==> src/common/sleep_ctrl_pkg.sv <==
// Purpose: Shared constants and types for the sleep mode power controller
// Assumes: 250 MHz system clock
// Notes:   Register bit positions, counts and mode codes live here
package sleep_ctrl_pkg;

  // ===========================================================
  // Clock rate and counter widths
  localparam int unsigned CLK_KHZ = 250000;
  localparam int unsigned WAKE_W  = 25;
  typedef logic [WAKE_W-1:0] wake_cnt_t;

  // ===========================================================
  // Sleep control register layout
  localparam int unsigned SLEEP_ARM_BIT = 0;
  localparam int unsigned SLEEP_SEL_LO  = 1;
  localparam int unsigned SLEEP_SEL_HI  = 2;
  localparam logic [7:0]  SLEEP_CTL_RST = 8'h00;

  // Core control register layout
  localparam int unsigned MON_OFF_BIT    = 6;
  localparam int unsigned MON_UNLOCK_BIT = 5;
  localparam logic [7:0]  CORE_CTL_RST   = 8'h00;

  // ===========================================================
  // Sleep select encodings
  typedef enum logic [1:0] {
    SEL_IDLE  = 2'h0,
    SEL_NOISE = 2'h1,
    SEL_PDOWN = 2'h2,
    SEL_RSVD  = 2'h3
  } sleep_sel_e;

  // ===========================================================
  // Wake source vector positions
  localparam int unsigned SRC_EXT0   = 0;
  localparam int unsigned SRC_EXT1   = 1;
  localparam int unsigned SRC_PINCHG = 2;
  localparam int unsigned SRC_TWI    = 3;
  localparam int unsigned SRC_WDT    = 4;
  localparam int unsigned SRC_EEPROM = 5;
  localparam int unsigned SRC_CONV   = 6;
  localparam int unsigned SRC_OTHER  = 7;
  localparam int unsigned SRC_N      = 8;
  localparam int unsigned ASYNC_N    = 5;

  // ===========================================================
  // Cycle counts
  localparam logic [2:0] UNLOCK_WIN_CYC = 3'h4;
  localparam logic [2:0] OFF_DELAY_CYC  = 3'h3;
  localparam logic [2:0] OFF_HOLD_CYC   = 3'h3;
  localparam int unsigned IRQ_HALT_CYC  = 4;
  localparam int unsigned START_CK      = 6;
  localparam int unsigned RESET_CK      = 14;
  localparam int unsigned SLOW_START_MS = 64;
  localparam int unsigned SLOW_START_CYC = SLOW_START_MS * CLK_KHZ;
  localparam int unsigned FAST_START_CYC = 16;

endpackage : sleep_ctrl_pkg

==> src/common/wake_timer_if.sv <==
// Purpose: Carrier between the sleep controller and its wake timer
// Assumes: One system clock
// Notes:   start is a one-cycle pulse, done a one-cycle pulse
`timescale 1ns/1ps
`default_nettype none
interface wake_timer_if;
  import sleep_ctrl_pkg::*;
  logic      start;
  wake_cnt_t load;
  logic      done;
  modport timer (input start, input load, output done);
  modport ctrl  (output start, output load, input done);
endinterface : wake_timer_if
`default_nettype wire

==> src/verilog/wake_delay_timer.sv <==
// Purpose: Down-counter timing the wake-up latency
// Assumes: load is at least one
// Notes:   done pulses load cycles after the start pulse
`timescale 1ns/1ps
`default_nettype none
module wake_delay_timer (
  input  wire logic     sys_clk_in,
  input  wire logic     rst_b_in,
  wake_timer_if.timer   tmr
);
  import sleep_ctrl_pkg::*;

  wake_cnt_t cnt_r;
  logic      busy_r;
  logic      done_r;

  // ===========================================================
  // Count down, pulse done on the last count
  always_ff @(posedge sys_clk_in or negedge rst_b_in) begin
    if (!rst_b_in) begin
      cnt_r  <= '0;
      busy_r <= 1'b0;
      done_r <= 1'b0;
    end else begin
      done_r <= 1'b0;
      if (tmr.start) begin
        cnt_r  <= tmr.load;
        busy_r <= 1'b1;
      end else if (busy_r) begin
        if (cnt_r <= WAKE_W'(1)) begin
          busy_r <= 1'b0;
          done_r <= 1'b1;
        end
        cnt_r <= cnt_r - WAKE_W'(1);
      end
    end
  end

  assign tmr.done = done_r;

endmodule : wake_delay_timer
`default_nettype wire

==> src/verilog/sleep_mode_power_controller.sv <==
// Purpose: Sleep mode entry, clock gating, wake-up and monitor control
// Assumes: Core pulses halt_exec_in once per halt instruction
// Notes:   Wake requests are already qualified by interrupt enables
`timescale 1ns/1ps
`default_nettype none

// Function
// RULE1: Sleep happens only when arm bit is one and halt executes.
// RULE2: Select 00 idle stops core and program memory clocks only.
// RULE3: Select 01 also stops peripheral clock; converter clock runs.
// RULE4: Noise mode wakes on conversion, resets, watchdog, two-wire, memory, pins.
// RULE5: Select 10 power-down stops oscillator and every generated clock.
// RULE6: Power-down wakes on resets, watchdog, two-wire match, level ints, pins.
// RULE7: In deep modes external lines wake only when level sensed.
// RULE8: Interrupt wake holds core four cycles past start-up, then services.
// RULE9: Wake-up never disturbs working registers or static memory.
// RULE10: Reset during sleep wakes device and restarts at reset vector.
// RULE11: Level wake sources hold their level until service begins.
// RULE12: Idle or noise entry starts a conversion if converter enabled.
// RULE13: Power-down wake waits start-up set by clock source select.
// RULE14: Monitor off right after power-down entry, back on at wake.
// RULE15: With monitor off, wake delay equals reset time-out.
// RULE16: Core control bit 6 turns monitor off in power-down; resets zero.
// RULE17: Sleep-off bit is written only through the timed unlock sequence.
// RULE18: Configured monitor keeps watching during sleep unless switched off.
// RULE19: Unlock write then sleep-off write within four cycles.
// RULE20: Sleep-off active three cycles after set, clears after three more.
// RULE21: Select 11 reserved; arm bit 0, select bits 2:1, reset zero.
// RULE22: Halt with arm bit zero does nothing; execution continues.
module sleep_mode_power_controller #(
  parameter sleep_ctrl_pkg::wake_cnt_t SLOW_START =
    sleep_ctrl_pkg::WAKE_W'(sleep_ctrl_pkg::SLOW_START_CYC),
  parameter sleep_ctrl_pkg::wake_cnt_t FAST_START =
    sleep_ctrl_pkg::WAKE_W'(sleep_ctrl_pkg::FAST_START_CYC)
) (
  input  wire logic       sys_clk_in,
  input  wire logic       rst_b_in,
  input  wire logic       sleep_ctl_wr_in,
  input  wire logic [7:0] sleep_ctl_wdata_in,
  input  wire logic       core_ctl_wr_in,
  input  wire logic [7:0] core_ctl_wdata_in,
  input  wire logic       halt_exec_in,
  input  wire logic       ext_irq_zero_in,
  input  wire logic       ext_irq_one_in,
  input  wire logic [1:0] ext_irq_level_in,
  input  wire logic       pin_change_in,
  input  wire logic       twi_match_in,
  input  wire logic       wdt_irq_in,
  input  wire logic       eeprom_ready_in,
  input  wire logic       conv_done_in,
  input  wire logic       other_irq_in,
  input  wire logic       ext_rst_req_in,
  input  wire logic       wdt_rst_req_in,
  input  wire logic       bor_rst_req_in,
  input  wire logic       monitor_enable_cfg_in,
  input  wire logic [1:0] clock_source_select_in,
  input  wire logic       converter_enable_in,
  output var  logic [7:0] sleep_control_reg_out,
  output var  logic [7:0] core_control_reg_out,
  output var  logic       core_clock_en_out,
  output var  logic       program_memory_clock_en_out,
  output var  logic       peripheral_clock_en_out,
  output var  logic       converter_clock_en_out,
  output var  logic       oscillator_en_out,
  output var  logic       supply_monitor_en_out,
  output var  logic       conv_start_out,
  output var  logic       irq_service_out,
  output var  logic       reset_vector_out,
  output var  logic       resume_next_out,
  output var  logic       sleeping_out
);
  import sleep_ctrl_pkg::*;

  typedef enum logic [1:0] {ST_ACTIVE, ST_SLEEP, ST_WAKE} pm_state_e;

  // ===========================================================
  // Declarations
  pm_state_e            state_r;
  sleep_sel_e           mode_r;
  logic                 arm_r;
  sleep_sel_e           sel_r;
  logic [2:0]           unlock_cnt_r;
  logic [2:0]           off_dly_r;
  logic [2:0]           off_hold_r;
  logic                 off_active_r;
  logic                 mon_off_r;
  logic                 wake_rst_r;
  logic                 conv_start_r;
  logic                 irq_svc_r;
  logic                 rst_vec_r;
  logic                 resume_r;
  logic [ASYNC_N-1:0]   src_meta_r;
  logic [ASYNC_N-1:0]   src_sync_r;
  logic [2:0]           rst_meta_r;
  logic [2:0]           rst_sync_r;
  logic [SRC_N-1:0]     src_all;
  logic                 rst_req;
  logic                 halt_sleeps;
  wake_cnt_t            wake_load;

  wake_timer_if tmr_if ();

  // ===========================================================
  // Wake qualification per mode
  function automatic logic wake_ok(input sleep_sel_e       m,
                                   input logic [1:0]       lvl,
                                   input logic [SRC_N-1:0] s);
    logic ext_lvl;
    ext_lvl = (s[SRC_EXT0] & lvl[0]) | (s[SRC_EXT1] & lvl[1]); // see RULE7
    case (m)
      SEL_IDLE:  wake_ok = |s;
      SEL_NOISE: wake_ok = ext_lvl | s[SRC_PINCHG] | s[SRC_TWI] |
                           s[SRC_WDT] | s[SRC_EEPROM] |
                           s[SRC_CONV];                        // see RULE4
      SEL_PDOWN: wake_ok = ext_lvl | s[SRC_PINCHG] | s[SRC_TWI] |
                           s[SRC_WDT];                         // see RULE6
      default:   wake_ok = 1'b0;
    endcase
  endfunction : wake_ok

  // Reset time-out in cycles
  function automatic wake_cnt_t reset_timeout(input wake_cnt_t slow);
    reset_timeout = WAKE_W'(RESET_CK) + slow;
  endfunction : reset_timeout

  // ===========================================================
  // Pin-side inputs through two flip-flops
  always_ff @(posedge sys_clk_in or negedge rst_b_in) begin
    if (!rst_b_in) begin
      src_meta_r <= '0;
      src_sync_r <= '0;
      rst_meta_r <= '0;
      rst_sync_r <= '0;
    end else begin
      src_meta_r <= {wdt_irq_in, twi_match_in, pin_change_in,
                     ext_irq_one_in, ext_irq_zero_in};
      src_sync_r <= src_meta_r;
      rst_meta_r <= {bor_rst_req_in, wdt_rst_req_in, ext_rst_req_in};
      rst_sync_r <= rst_meta_r;
    end
  end

  // Gather wake sources; same-clock ones need no sync
  assign src_all = {other_irq_in, conv_done_in, eeprom_ready_in,
                    src_sync_r};
  assign rst_req = |rst_sync_r;

  // Halt only sleeps when armed with a valid select
  assign halt_sleeps = halt_exec_in & arm_r &
                       (sel_r != SEL_RSVD);                    // see RULE1

  // ===========================================================
  // Sleep control register: arm and select
  always_ff @(posedge sys_clk_in or negedge rst_b_in) begin
    if (!rst_b_in) begin
      arm_r <= SLEEP_CTL_RST[SLEEP_ARM_BIT];                   // see RULE21
      sel_r <= sleep_sel_e'(SLEEP_CTL_RST[SLEEP_SEL_HI:SLEEP_SEL_LO]);
    end else if (sleep_ctl_wr_in) begin
      arm_r <= sleep_ctl_wdata_in[SLEEP_ARM_BIT];
      sel_r <= sleep_sel_e'(
        sleep_ctl_wdata_in[SLEEP_SEL_HI:SLEEP_SEL_LO]);       // see RULE21
    end
  end

  // ===========================================================
  // Timed unlock window for the sleep-off bit
  always_ff @(posedge sys_clk_in or negedge rst_b_in) begin
    if (!rst_b_in) begin
      unlock_cnt_r <= '0;
    end else if (core_ctl_wr_in &&
                 core_ctl_wdata_in[MON_OFF_BIT] &&
                 core_ctl_wdata_in[MON_UNLOCK_BIT]) begin
      unlock_cnt_r <= UNLOCK_WIN_CYC;                          // see RULE19
    end else if (core_ctl_wr_in || unlock_cnt_r == 3'h1) begin
      unlock_cnt_r <= '0;
    end else if (unlock_cnt_r != 3'h0) begin
      unlock_cnt_r <= unlock_cnt_r - 3'h1;
    end
  end

  // Sleep-off activation delay, then self-clearing hold
  always_ff @(posedge sys_clk_in or negedge rst_b_in) begin
    if (!rst_b_in) begin
      off_dly_r    <= '0;
      off_hold_r   <= '0;
      off_active_r <= CORE_CTL_RST[MON_OFF_BIT];               // see RULE16
    end else begin
      if (core_ctl_wr_in && unlock_cnt_r != 3'h0 &&
          core_ctl_wdata_in[MON_OFF_BIT] &&
          !core_ctl_wdata_in[MON_UNLOCK_BIT]) begin
        off_dly_r <= OFF_DELAY_CYC;                            // see RULE17
      end else if (off_dly_r != 3'h0) begin
        off_dly_r <= off_dly_r - 3'h1;
      end
      if (off_dly_r == 3'h1) begin
        off_active_r <= 1'b1;                                  // see RULE20
        off_hold_r   <= OFF_HOLD_CYC;
      end else if (off_hold_r == 3'h1) begin
        off_active_r <= 1'b0;                                  // see RULE20
        off_hold_r   <= '0;
      end else if (off_hold_r != 3'h0) begin
        off_hold_r <= off_hold_r - 3'h1;
      end
    end
  end

  // ===========================================================
  // Wake delay selection
  always_comb begin
    if (rst_req) begin
      wake_load = reset_timeout(SLOW_START);                   // see RULE10
    end else if (mode_r != SEL_PDOWN) begin
      wake_load = WAKE_W'(IRQ_HALT_CYC);                       // see RULE8
    end else if (mon_off_r) begin
      wake_load = reset_timeout(SLOW_START) +
                  WAKE_W'(IRQ_HALT_CYC);                       // see RULE15
    end else begin
      wake_load = WAKE_W'(START_CK) + WAKE_W'(IRQ_HALT_CYC) +
                  (clock_source_select_in[1] ? SLOW_START
                                             : FAST_START);    // see RULE13
    end
  end

  assign tmr_if.start = (state_r == ST_SLEEP) &&
                        (rst_req ||
                         wake_ok(mode_r, ext_irq_level_in, src_all));
  assign tmr_if.load  = wake_load;

  // ===========================================================
  // Power state machine
  always_ff @(posedge sys_clk_in or negedge rst_b_in) begin
    if (!rst_b_in) begin
      state_r    <= ST_ACTIVE;
      mode_r     <= SEL_IDLE;
      mon_off_r  <= 1'b0;
      wake_rst_r <= 1'b0;
    end else begin
      case (state_r)
        ST_ACTIVE: begin
          if (halt_sleeps) begin
            state_r    <= ST_SLEEP;
            mode_r     <= sel_r;                               // see RULE1
            wake_rst_r <= 1'b0;
            mon_off_r  <= (sel_r == SEL_PDOWN) &&
                          off_active_r;                        // see RULE14
          end
        end
        ST_SLEEP: begin
          if (tmr_if.start) begin
            state_r    <= ST_WAKE;
            wake_rst_r <= rst_req;                             // see RULE10
            mon_off_r  <= 1'b0;                                // see RULE14
          end
        end
        ST_WAKE: begin
          if (rst_req) begin
            wake_rst_r <= 1'b1;
          end
          if (tmr_if.done) begin
            state_r <= ST_ACTIVE;
          end
        end
        default: state_r <= ST_ACTIVE;
      endcase
    end
  end

  // ===========================================================
  // One-cycle event pulses toward the core and converter
  always_ff @(posedge sys_clk_in or negedge rst_b_in) begin
    if (!rst_b_in) begin
      conv_start_r <= 1'b0;
      irq_svc_r    <= 1'b0;
      rst_vec_r    <= 1'b0;
      resume_r     <= 1'b0;
    end else begin
      conv_start_r <= halt_sleeps && converter_enable_in &&
                      (sel_r == SEL_IDLE ||
                       sel_r == SEL_NOISE);                    // see RULE12
      resume_r     <= (state_r == ST_ACTIVE) && halt_exec_in &&
                      !halt_sleeps;                            // see RULE22
      // Interrupt wake resumes in place; nothing is cleared
      irq_svc_r    <= (state_r == ST_WAKE) && tmr_if.done &&
                      !wake_rst_r && !rst_req;                 // see RULE9
      rst_vec_r    <= (state_r == ST_WAKE) && tmr_if.done &&
                      (wake_rst_r || rst_req);                 // see RULE10
    end
  end

  // ===========================================================
  // Clock domain enables per state and mode
  always_comb begin
    core_clock_en_out           = (state_r == ST_ACTIVE);      // see RULE2
    program_memory_clock_en_out = (state_r == ST_ACTIVE);
    peripheral_clock_en_out     = (state_r != ST_SLEEP) ||
                                  (mode_r == SEL_IDLE);        // see RULE3
    converter_clock_en_out      = (state_r != ST_SLEEP) ||
                                  (mode_r != SEL_PDOWN);       // see RULE3
    oscillator_en_out           = (state_r != ST_SLEEP) ||
                                  (mode_r != SEL_PDOWN);       // see RULE5
    supply_monitor_en_out       = monitor_enable_cfg_in &&
                                  !((state_r == ST_SLEEP) &&
                                    mon_off_r);                // see RULE18
  end

  // ===========================================================
  // Readback and status
  assign sleep_control_reg_out = {5'h00, sel_r, arm_r};
  assign core_control_reg_out  = {1'b0, off_active_r, 6'h00};
  assign conv_start_out        = conv_start_r;
  assign irq_service_out       = irq_svc_r;
  assign reset_vector_out      = rst_vec_r;
  assign resume_next_out       = resume_r;
  assign sleeping_out          = (state_r != ST_ACTIVE);

  // ===========================================================
  // Wake latency timer
  wake_delay_timer u_wake_timer (
    .sys_clk_in (sys_clk_in),
    .rst_b_in   (rst_b_in),
    .tmr        (tmr_if.timer)
  );

endmodule : sleep_mode_power_controller
`default_nettype wire

==> config.mk <==
export PLATFORM = sky130hd
export DESIGN_NAME = sleep_mode_power_controller
export DESIGN_NICKNAME = d
export VERILOG_FILES = /design/src/common/sleep_ctrl_pkg.sv /design/src/common/wake_timer_if.sv /design/src/verilog/wake_delay_timer.sv /design/src/verilog/sleep_mode_power_controller.sv
export SDC_FILE = /design/constraint.sdc
export NUM_CORES = 1
export LEC_CHECK = 0
export BUFFER_PORTS_ARGS = -buffer_cell sky130_fd_sc_hd__clkbuf_2
export CAP_MARGIN = 20
export CORE_MARGIN = 4
export CORE_UTILIZATION = 55
export DETAILED_ROUTE_END_ITERATION = 16
export PLACE_DENSITY = 0.91
export SLEW_MARGIN = 20
export SYNTH_ARGS = -nofsm -noshare
export SYNTH_HDL_FRONTEND = slang
export SYNTH_SLANG_ARGS = --single-unit
==> constraint.sdc <==
create_clock -name sys_clk_in -period 2.9 [get_ports sys_clk_in]
set_input_delay 0.58 -clock sys_clk_in [delete_from_list [all_inputs] [get_ports sys_clk_in]]
set_output_delay 0.58 -clock sys_clk_in [all_outputs]
set_load 0.02 [all_outputs]
# [Yosys cells after proc, flatten, opt, wreduce, memory -nomap -nowiden]
# Index checks and enable logic that the tools add are counted.
[word_totals] reg_bits=66 latch_bits=0 mem_bits_rw=0 romBits=0 inputBits=38 output_inout_bits=27 word_cells=135 n_memories=0
[op_classes] add_sub_neg=5 mul=0 n_div=0 n_lt_le_gt_ge=1 n_eq_ne=16 shift=0 mux=34 n_bitwise=10 n_reduce_logical=48
[op_table] op="25-bit 2-to-1 mux" n=5
[op_table] op="4-bit by 24-bit adder with 25-bit output, first input constant" n=1
[op_table] op="25-bit by 1-bit <= comparator with 1-bit output, second input constant" n=1
[op_table] op="25-bit by 1-bit subtractor with 25-bit output, second input constant" n=1
[op_table] op="24-bit 2-to-1 mux" n=1
[op_table] op="3-bit 2-to-1 mux" n=8
[op_table] op="3-bit nonzero test" n=6
[op_table] op="1-bit logical AND" n=17
[op_table] op="1-bit 2-to-1 mux" n=13
[op_table] op="2-bit nonzero test" n=5
[op_table] op="3-bit by 1-bit equality test with 1-bit output, second input constant" n=3
[op_table] op="3-bit by 1-bit subtractor with 3-bit output, second input constant" n=3
[op_table] op="2-bit != test, second input constant" n=4
[op_table] op="8-bit OR reduction" n=1
[op_table] op="2-bit by 1-bit equality test with 1-bit output, second input constant" n=3
[op_table] op="2-bit equality test, second input constant" n=3
[op_table] op="2-bit logical NOT" n=3
[op_table] op="1-bit logical OR" n=6
[op_table] op="2-bit 2-to-1 mux" n=3
[op_table] op="2-bit by 1-bit != test with 1-bit output, second input constant" n=3
[op_table] op="1-bit OR" n=6
[op_table] op="1-bit case mux with 3 select lines" n=2
[op_table] op="2-bit case mux with 3 select lines" n=1
[op_table] op="3-bit AND reduction" n=2
[op_table] op="6 further kinds" n=13

# [Longest topological paths before layout]
[logic_depth] ltp_word=12 depth_mapped=7 depth_no_buf=7

# [Cells and area by module]
# From an unflattened synthesis, not the netlist that was laid out.
[hier_totals] cells_unflattened=354 hier_area_um2=3467.1
[by_module_without_submodules] module="sleep_mode_power_controller" instances=1 cells_each=178 area_each_um2=1933.1 seq_area_each_um2=975.9
[by_module_without_submodules] module="wake_delay_timer" instances=1 cells_each=176 area_each_um2=1534.0 seq_area_each_um2=675.6

# [Least setup slack after synthesis]
# OpenSTA, ideal clock, no wires.
[synth_timing] kind="input to register" from="input port other_irq_in" to="register u_wake_timer.cnt_r[10]" setup_ns=0.138 t_arrival_ns=1.800 t_required_ns=2.762 path_slack_ns=0.962 stages=6 n_path_buf=1 path_cell_list="nor3_1 > o311ai_0 > o21a_1 > and3_1 > clkbuf_1 > a21oi_1"
[synth_via] elab_chain_cells=5 word_cells_on_any_way=6 classes_between="2 x mux; 4 x reduce/logical"
[synth_rtl] item="from (decl)" line_no="sleep_mode_power_controller.sv:51" text="input wire logic other_irq_in,"
[synth_rtl] item="8-bit OR reduction *" line_no="sleep_mode_power_controller.sv:111" text="SEL_IDLE: wake_ok = |s;"
[synth_rtl] item="1-bit case mux with 3 select lines *" line_no="sleep_mode_power_controller.sv:110" text="case (m)"
[synth_rtl] item="1-bit logical OR *" line_no="sleep_mode_power_controller.sv:225" text="(rst_req ||"
[synth_rtl] item="1-bit logical AND *" line_no="sleep_mode_power_controller.sv:224" text="assign tmr_if.start = (state_r == ST_SLEEP) &&"
[synth_rtl] item="25-bit 2-to-1 mux or 2-bit nonzero test (tied branches)"
[synth_rtl] item="to (signal assigned)" line_no="wake_delay_timer.sv:27" text="cnt_r <= tmr.load;"
[synth_rtl] item="to (signal assigned)" line_no="wake_delay_timer.sv:34" text="cnt_r <= cnt_r - WAKE_W'(1);"
[synth_rtl] item="to (decl)" line_no="wake_delay_timer.sv:13" text="wake_cnt_t cnt_r;"
# Mark *: on every way between the ends. The rest lies on a longest branch, timed or not.
# A chain may end at the register's enable or synchronous reset.

# [Worst setup path in the final report]
[layout_timing] from="register rst_sync_r[1]" to="register state_r[0]"
[layout_via] elab_chain_cells=5
[layout_rtl] item="from (decl)" line_no="sleep_mode_power_controller.sv:95" text="logic [2:0] rst_sync_r;"
[layout_rtl] item="from (signal assigned)" line_no="sleep_mode_power_controller.sv:139" text="rst_sync_r <= rst_meta_r;"
[layout_rtl] item="3-bit OR reduction" line_no="sleep_mode_power_controller.sv:146" text="assign rst_req = |rst_sync_r;"
[layout_rtl] item="1-bit logical OR" line_no="sleep_mode_power_controller.sv:225"
[layout_rtl] item="1-bit logical AND" line_no="sleep_mode_power_controller.sv:224"
[layout_rtl] item="2-bit != test (no line)"
[layout_rtl] item="3-bit AND reduction (no line)"
[layout_rtl] item="to (signal assigned)" line_no="sleep_mode_power_controller.sv:233" text="state_r <= ST_ACTIVE;"
[layout_rtl] item="to (signal assigned)" line_no="sleep_mode_power_controller.sv:241" text="state_r <= ST_SLEEP;"
[layout_rtl] item="to (signal assigned)" line_no="sleep_mode_power_controller.sv:250" text="state_r <= ST_WAKE;"
[layout_rtl] item="to (decl)" line_no="sleep_mode_power_controller.sv:78" text="pm_state_e state_r;"
# Every way passes these cells.

==> out/results.ini <==
[layout]
finalNonFillerCells = 435
diodes = 0
syn_to_final_growth_pct = 12.8
final_util = 0.651
fin_nets = 411
drive_above_1_share = 0.204
nFillCells = 433

[power_and_ir_drop]
combPwrFrac = 0.194
powerDensity_nw_per_um2 = 622
switching_share = 0.300
power_frac_seq = 0.475
p_leak_nw = 1.57
peakVddDrop_uv = 573
p_clk_frac = 0.332
p_int_mw = 1.58
switching_power_uw = 677

[setup_path]
worstReg2RegEnd = state_r[0]
start_kind = register
crit_required_ps = 3140
path_max_fanout = 5
crit_buf_inv = 0
path_cells = nor3_1, o311ai_0, nor3b_1, o21ai_0, o21a_1
crit_path_end_kind = register
crit_family = simple AND/OR/NAND/NOR gates
arrival_ps = 2540
r2r-start = rst_sync_r[1]
criticalPathCategory = register to register
cp_slowest_cell = nor3b_1
rrSetupSlack_ps = 600
slowest_delay_ps = 590
reg2reg_depth = 5

[global_routing]
track_usage = 0.187
grt_pass1_wl_um = 10500
antenna_found_initial = 0
grt_pass1_vias = 2449
grt_start_max_net_pins = 36
grt_overflow = 0

[detailed_routing]
wl_um = 5990
via_per_inst = 5.45
vias = 2372
ant_nets = 0
drtPass1Iterations = 4
route.detailed.wl_per_inst_um = 13.8
drt_iter0_drc = 57
post-route-drc-count = 0

[flow_run]
cap_violations = 0

[synthesis]
synth_edf_count = 0
syn-mean-instance-area_um2 = 10.2
synthArstFlopShare = 1.00
seq_area_frac_synth = 0.514
netlist_area_um2 = 3220
yosys_warnings = 0
synth_flop_cell = dfrtp_1
synth_cell_types = 46
synthCells = 314
synth_seq_cells = 66

[placed_design]
port_buffers = 40
dpl.cell_count = 419
gp_congestion = 0.839
hpwl_um = 4370

[sta]
setup-violations-final = 0
slew_viol_final = 0
rsz0062_at_grt = false
slew_headroom = 0.393
setup_tns_ps = 0
hold_viol = 0
fin_crit_ps = 2300
hold_ws_ps = 326
finClkSkew_ps = 10.2
fin_crit_sh = 0.792
tightestPinTransition_ps = 899
fmax_mhz = 435

[cts]
clk_pin_slew_ps = 70
post_cts_buffers = 0
cts_tree = built
cts_resized = 0
clk_path_buf_depth = 2
cts_root_buf = clkbuf_8
clock_latency_ps = 350
numCtsBuffers = 9
cts_hold_buf = 0
htreeDepth = 3
cts.sinks = 66

[floorplanning]
initial_core_util = 0.577
fp.dieH_um = 84.5
fp.dieW_um = 84.5
core-area_um2 = 5570
die_area_um2 = 7130
row_count = 27
ios = 65

[worst_hold_path]
hold_class = primary input to asynchronous set/reset pin

[run_status]
status = finished, final reports clean

-- synth_stat cells, drive strengths merged (3+ instances only) --
cell | n | area, um^2
dfrtp | 66 | 1650
nor2 | 35 | 136
nand2 | 21 | 78.8
o21ai | 21 | 105
a21oi | 19 | 98.9
xnor2 | 19 | 166
buf | 18 | 129
inv | 17 | 63.8
ha | 15 | 188
nor3 | 15 | 80.1
nor4 | 8 | 71.3
or3 | 6 | 42.5
mux2 | 5 | 56.3
clkbuf | 4 | 16.3
nand2b | 4 | 25.0
nor3b | 4 | 30.0
or4 | 4 | 37.5
nand3 | 3 | 15.0
o21a | 3 | 22.5
xor2 | 3 | 26.3
-- cells in the final DEF (no fill, tap or decap), types with 3 or more instances in the layout --
cell type	n
conb_1	12
nor3_1	14
clkbuf_2	40
nand3_1	3
o21a_1	3
or3_1	5
dfrtp_1	66
mux2_2	5
clkbuf_8	9
xor2_1	3
o21ai_0	20
inv_1	17
buf_4	4
nor4_1	6
nand2_1	21
xnor2_1	19
nor3b_1	4
ha_1	15
nor2_1	33
nand2b_1	4
a21oi_1	18
-- layer usage --
layer | track usage | up-vias | routed length, um
met1 | 0.209 | 1162 | 2390
li1 | - | 1135 | -
met3 | 0.0756 | 17 | 288
met4 | 0.0691 | 0 | 123
met5 | 0 | - | 0
met2 | 0.323 | 58 | 3180
-- per-stage QoR --
step / setup WS (ps) / total power, mW / instance area (um^2)
2_1_floorplan: 962 / 1.42 / 3260
3_3_place_gp: 832 / 1.49 / 3430
3_5_place_dp: 699 / 1.52 / 3430
4_1_cts: 645 / 2.28 / 3630
5_1_grt: 357 / 2.41 / 3630
6_report: 603 / 2.26 / 3630
-- sequential cells by signal, indices dropped and copies added (netlist names) --
register / flops
rst_sync_r: 3
wake_rst_r: 1
unlock_cnt_r: 3
resume_next_out: 1
mon_off_r: 1
reset_vector_out: 1
sel_r: 2
src_sync_r: 5
u_wake_timer.cnt_r: 25
off_hold_r: 3
arm_r: 1
conv_start_out: 1
off_active_r: 1
irq_service_out: 1
state_r: 2
u_wake_timer.busy_r: 1
src_meta_r: 5
off_dly_r: 3
u_wake_timer.tmr.done: 1
rst_meta_r: 3
mode_r: 2
-- cells by family after synthesis --
family,synth area share
xor+xnor,0.0599
simple gates,0.184
fa+ha+maj,0.0584
flops,0.514
other cells,0.00117
mux,0.0237
compound gates,0.0946
buf+inv,0.0650
-- cell type report --
type,instances,area [um^2],share of cell area
timing repair buffer,44,230,0.0635
inverter,17,63.8,0.0176
tap,72,90.1,0.0248
multi-input combinational,220,1400,0.385
sequential,66,1650,0.455
clock buffer,10,128,0.0352
clock inverter,6,67.6,0.0186
-- how the worst max path moves through the flow --
stage	cells past startpoint	slack (ps)	endpoint	from
2_1_floorplan	6	960	u_wake_timer.cnt_r[10]	other_irq_in
5_1_grt	5	360	state_r[0]	rst_sync_r[1]
3_5_place_dp	6	700	u_wake_timer.cnt_r[21]	other_irq_in
4_1_cts	5	640	state_r[0]	rst_sync_r[1]
6_report	5	600	state_r[0]	rst_sync_r[1]
3_3_place_gp	5	830	state_r[0]	rst_sync_r[1]
-- power groups by stage --
stage | sequential (mW) | clock, mW | combinational [mW]
after floorplan | 1.07 | 0 | 0.348
after global placement | 1.08 | 0 | 0.412
after detailed placement | 1.09 | 0 | 0.434
after CTS | 1.07 | 0.769 | 0.442
after global routing | 1.08 | 0.819 | 0.513
final | 1.07 | 0.748 | 0.437
-- worst register-to-register path, stage by stage (launching register included) --
cell,delay (ps)
dfrtp_1,390
nor3_1,450
o311ai_0,430
nor3b_1,590
o21ai_0,190
o21a_1,130
Power figures use the tool's default switching activity.
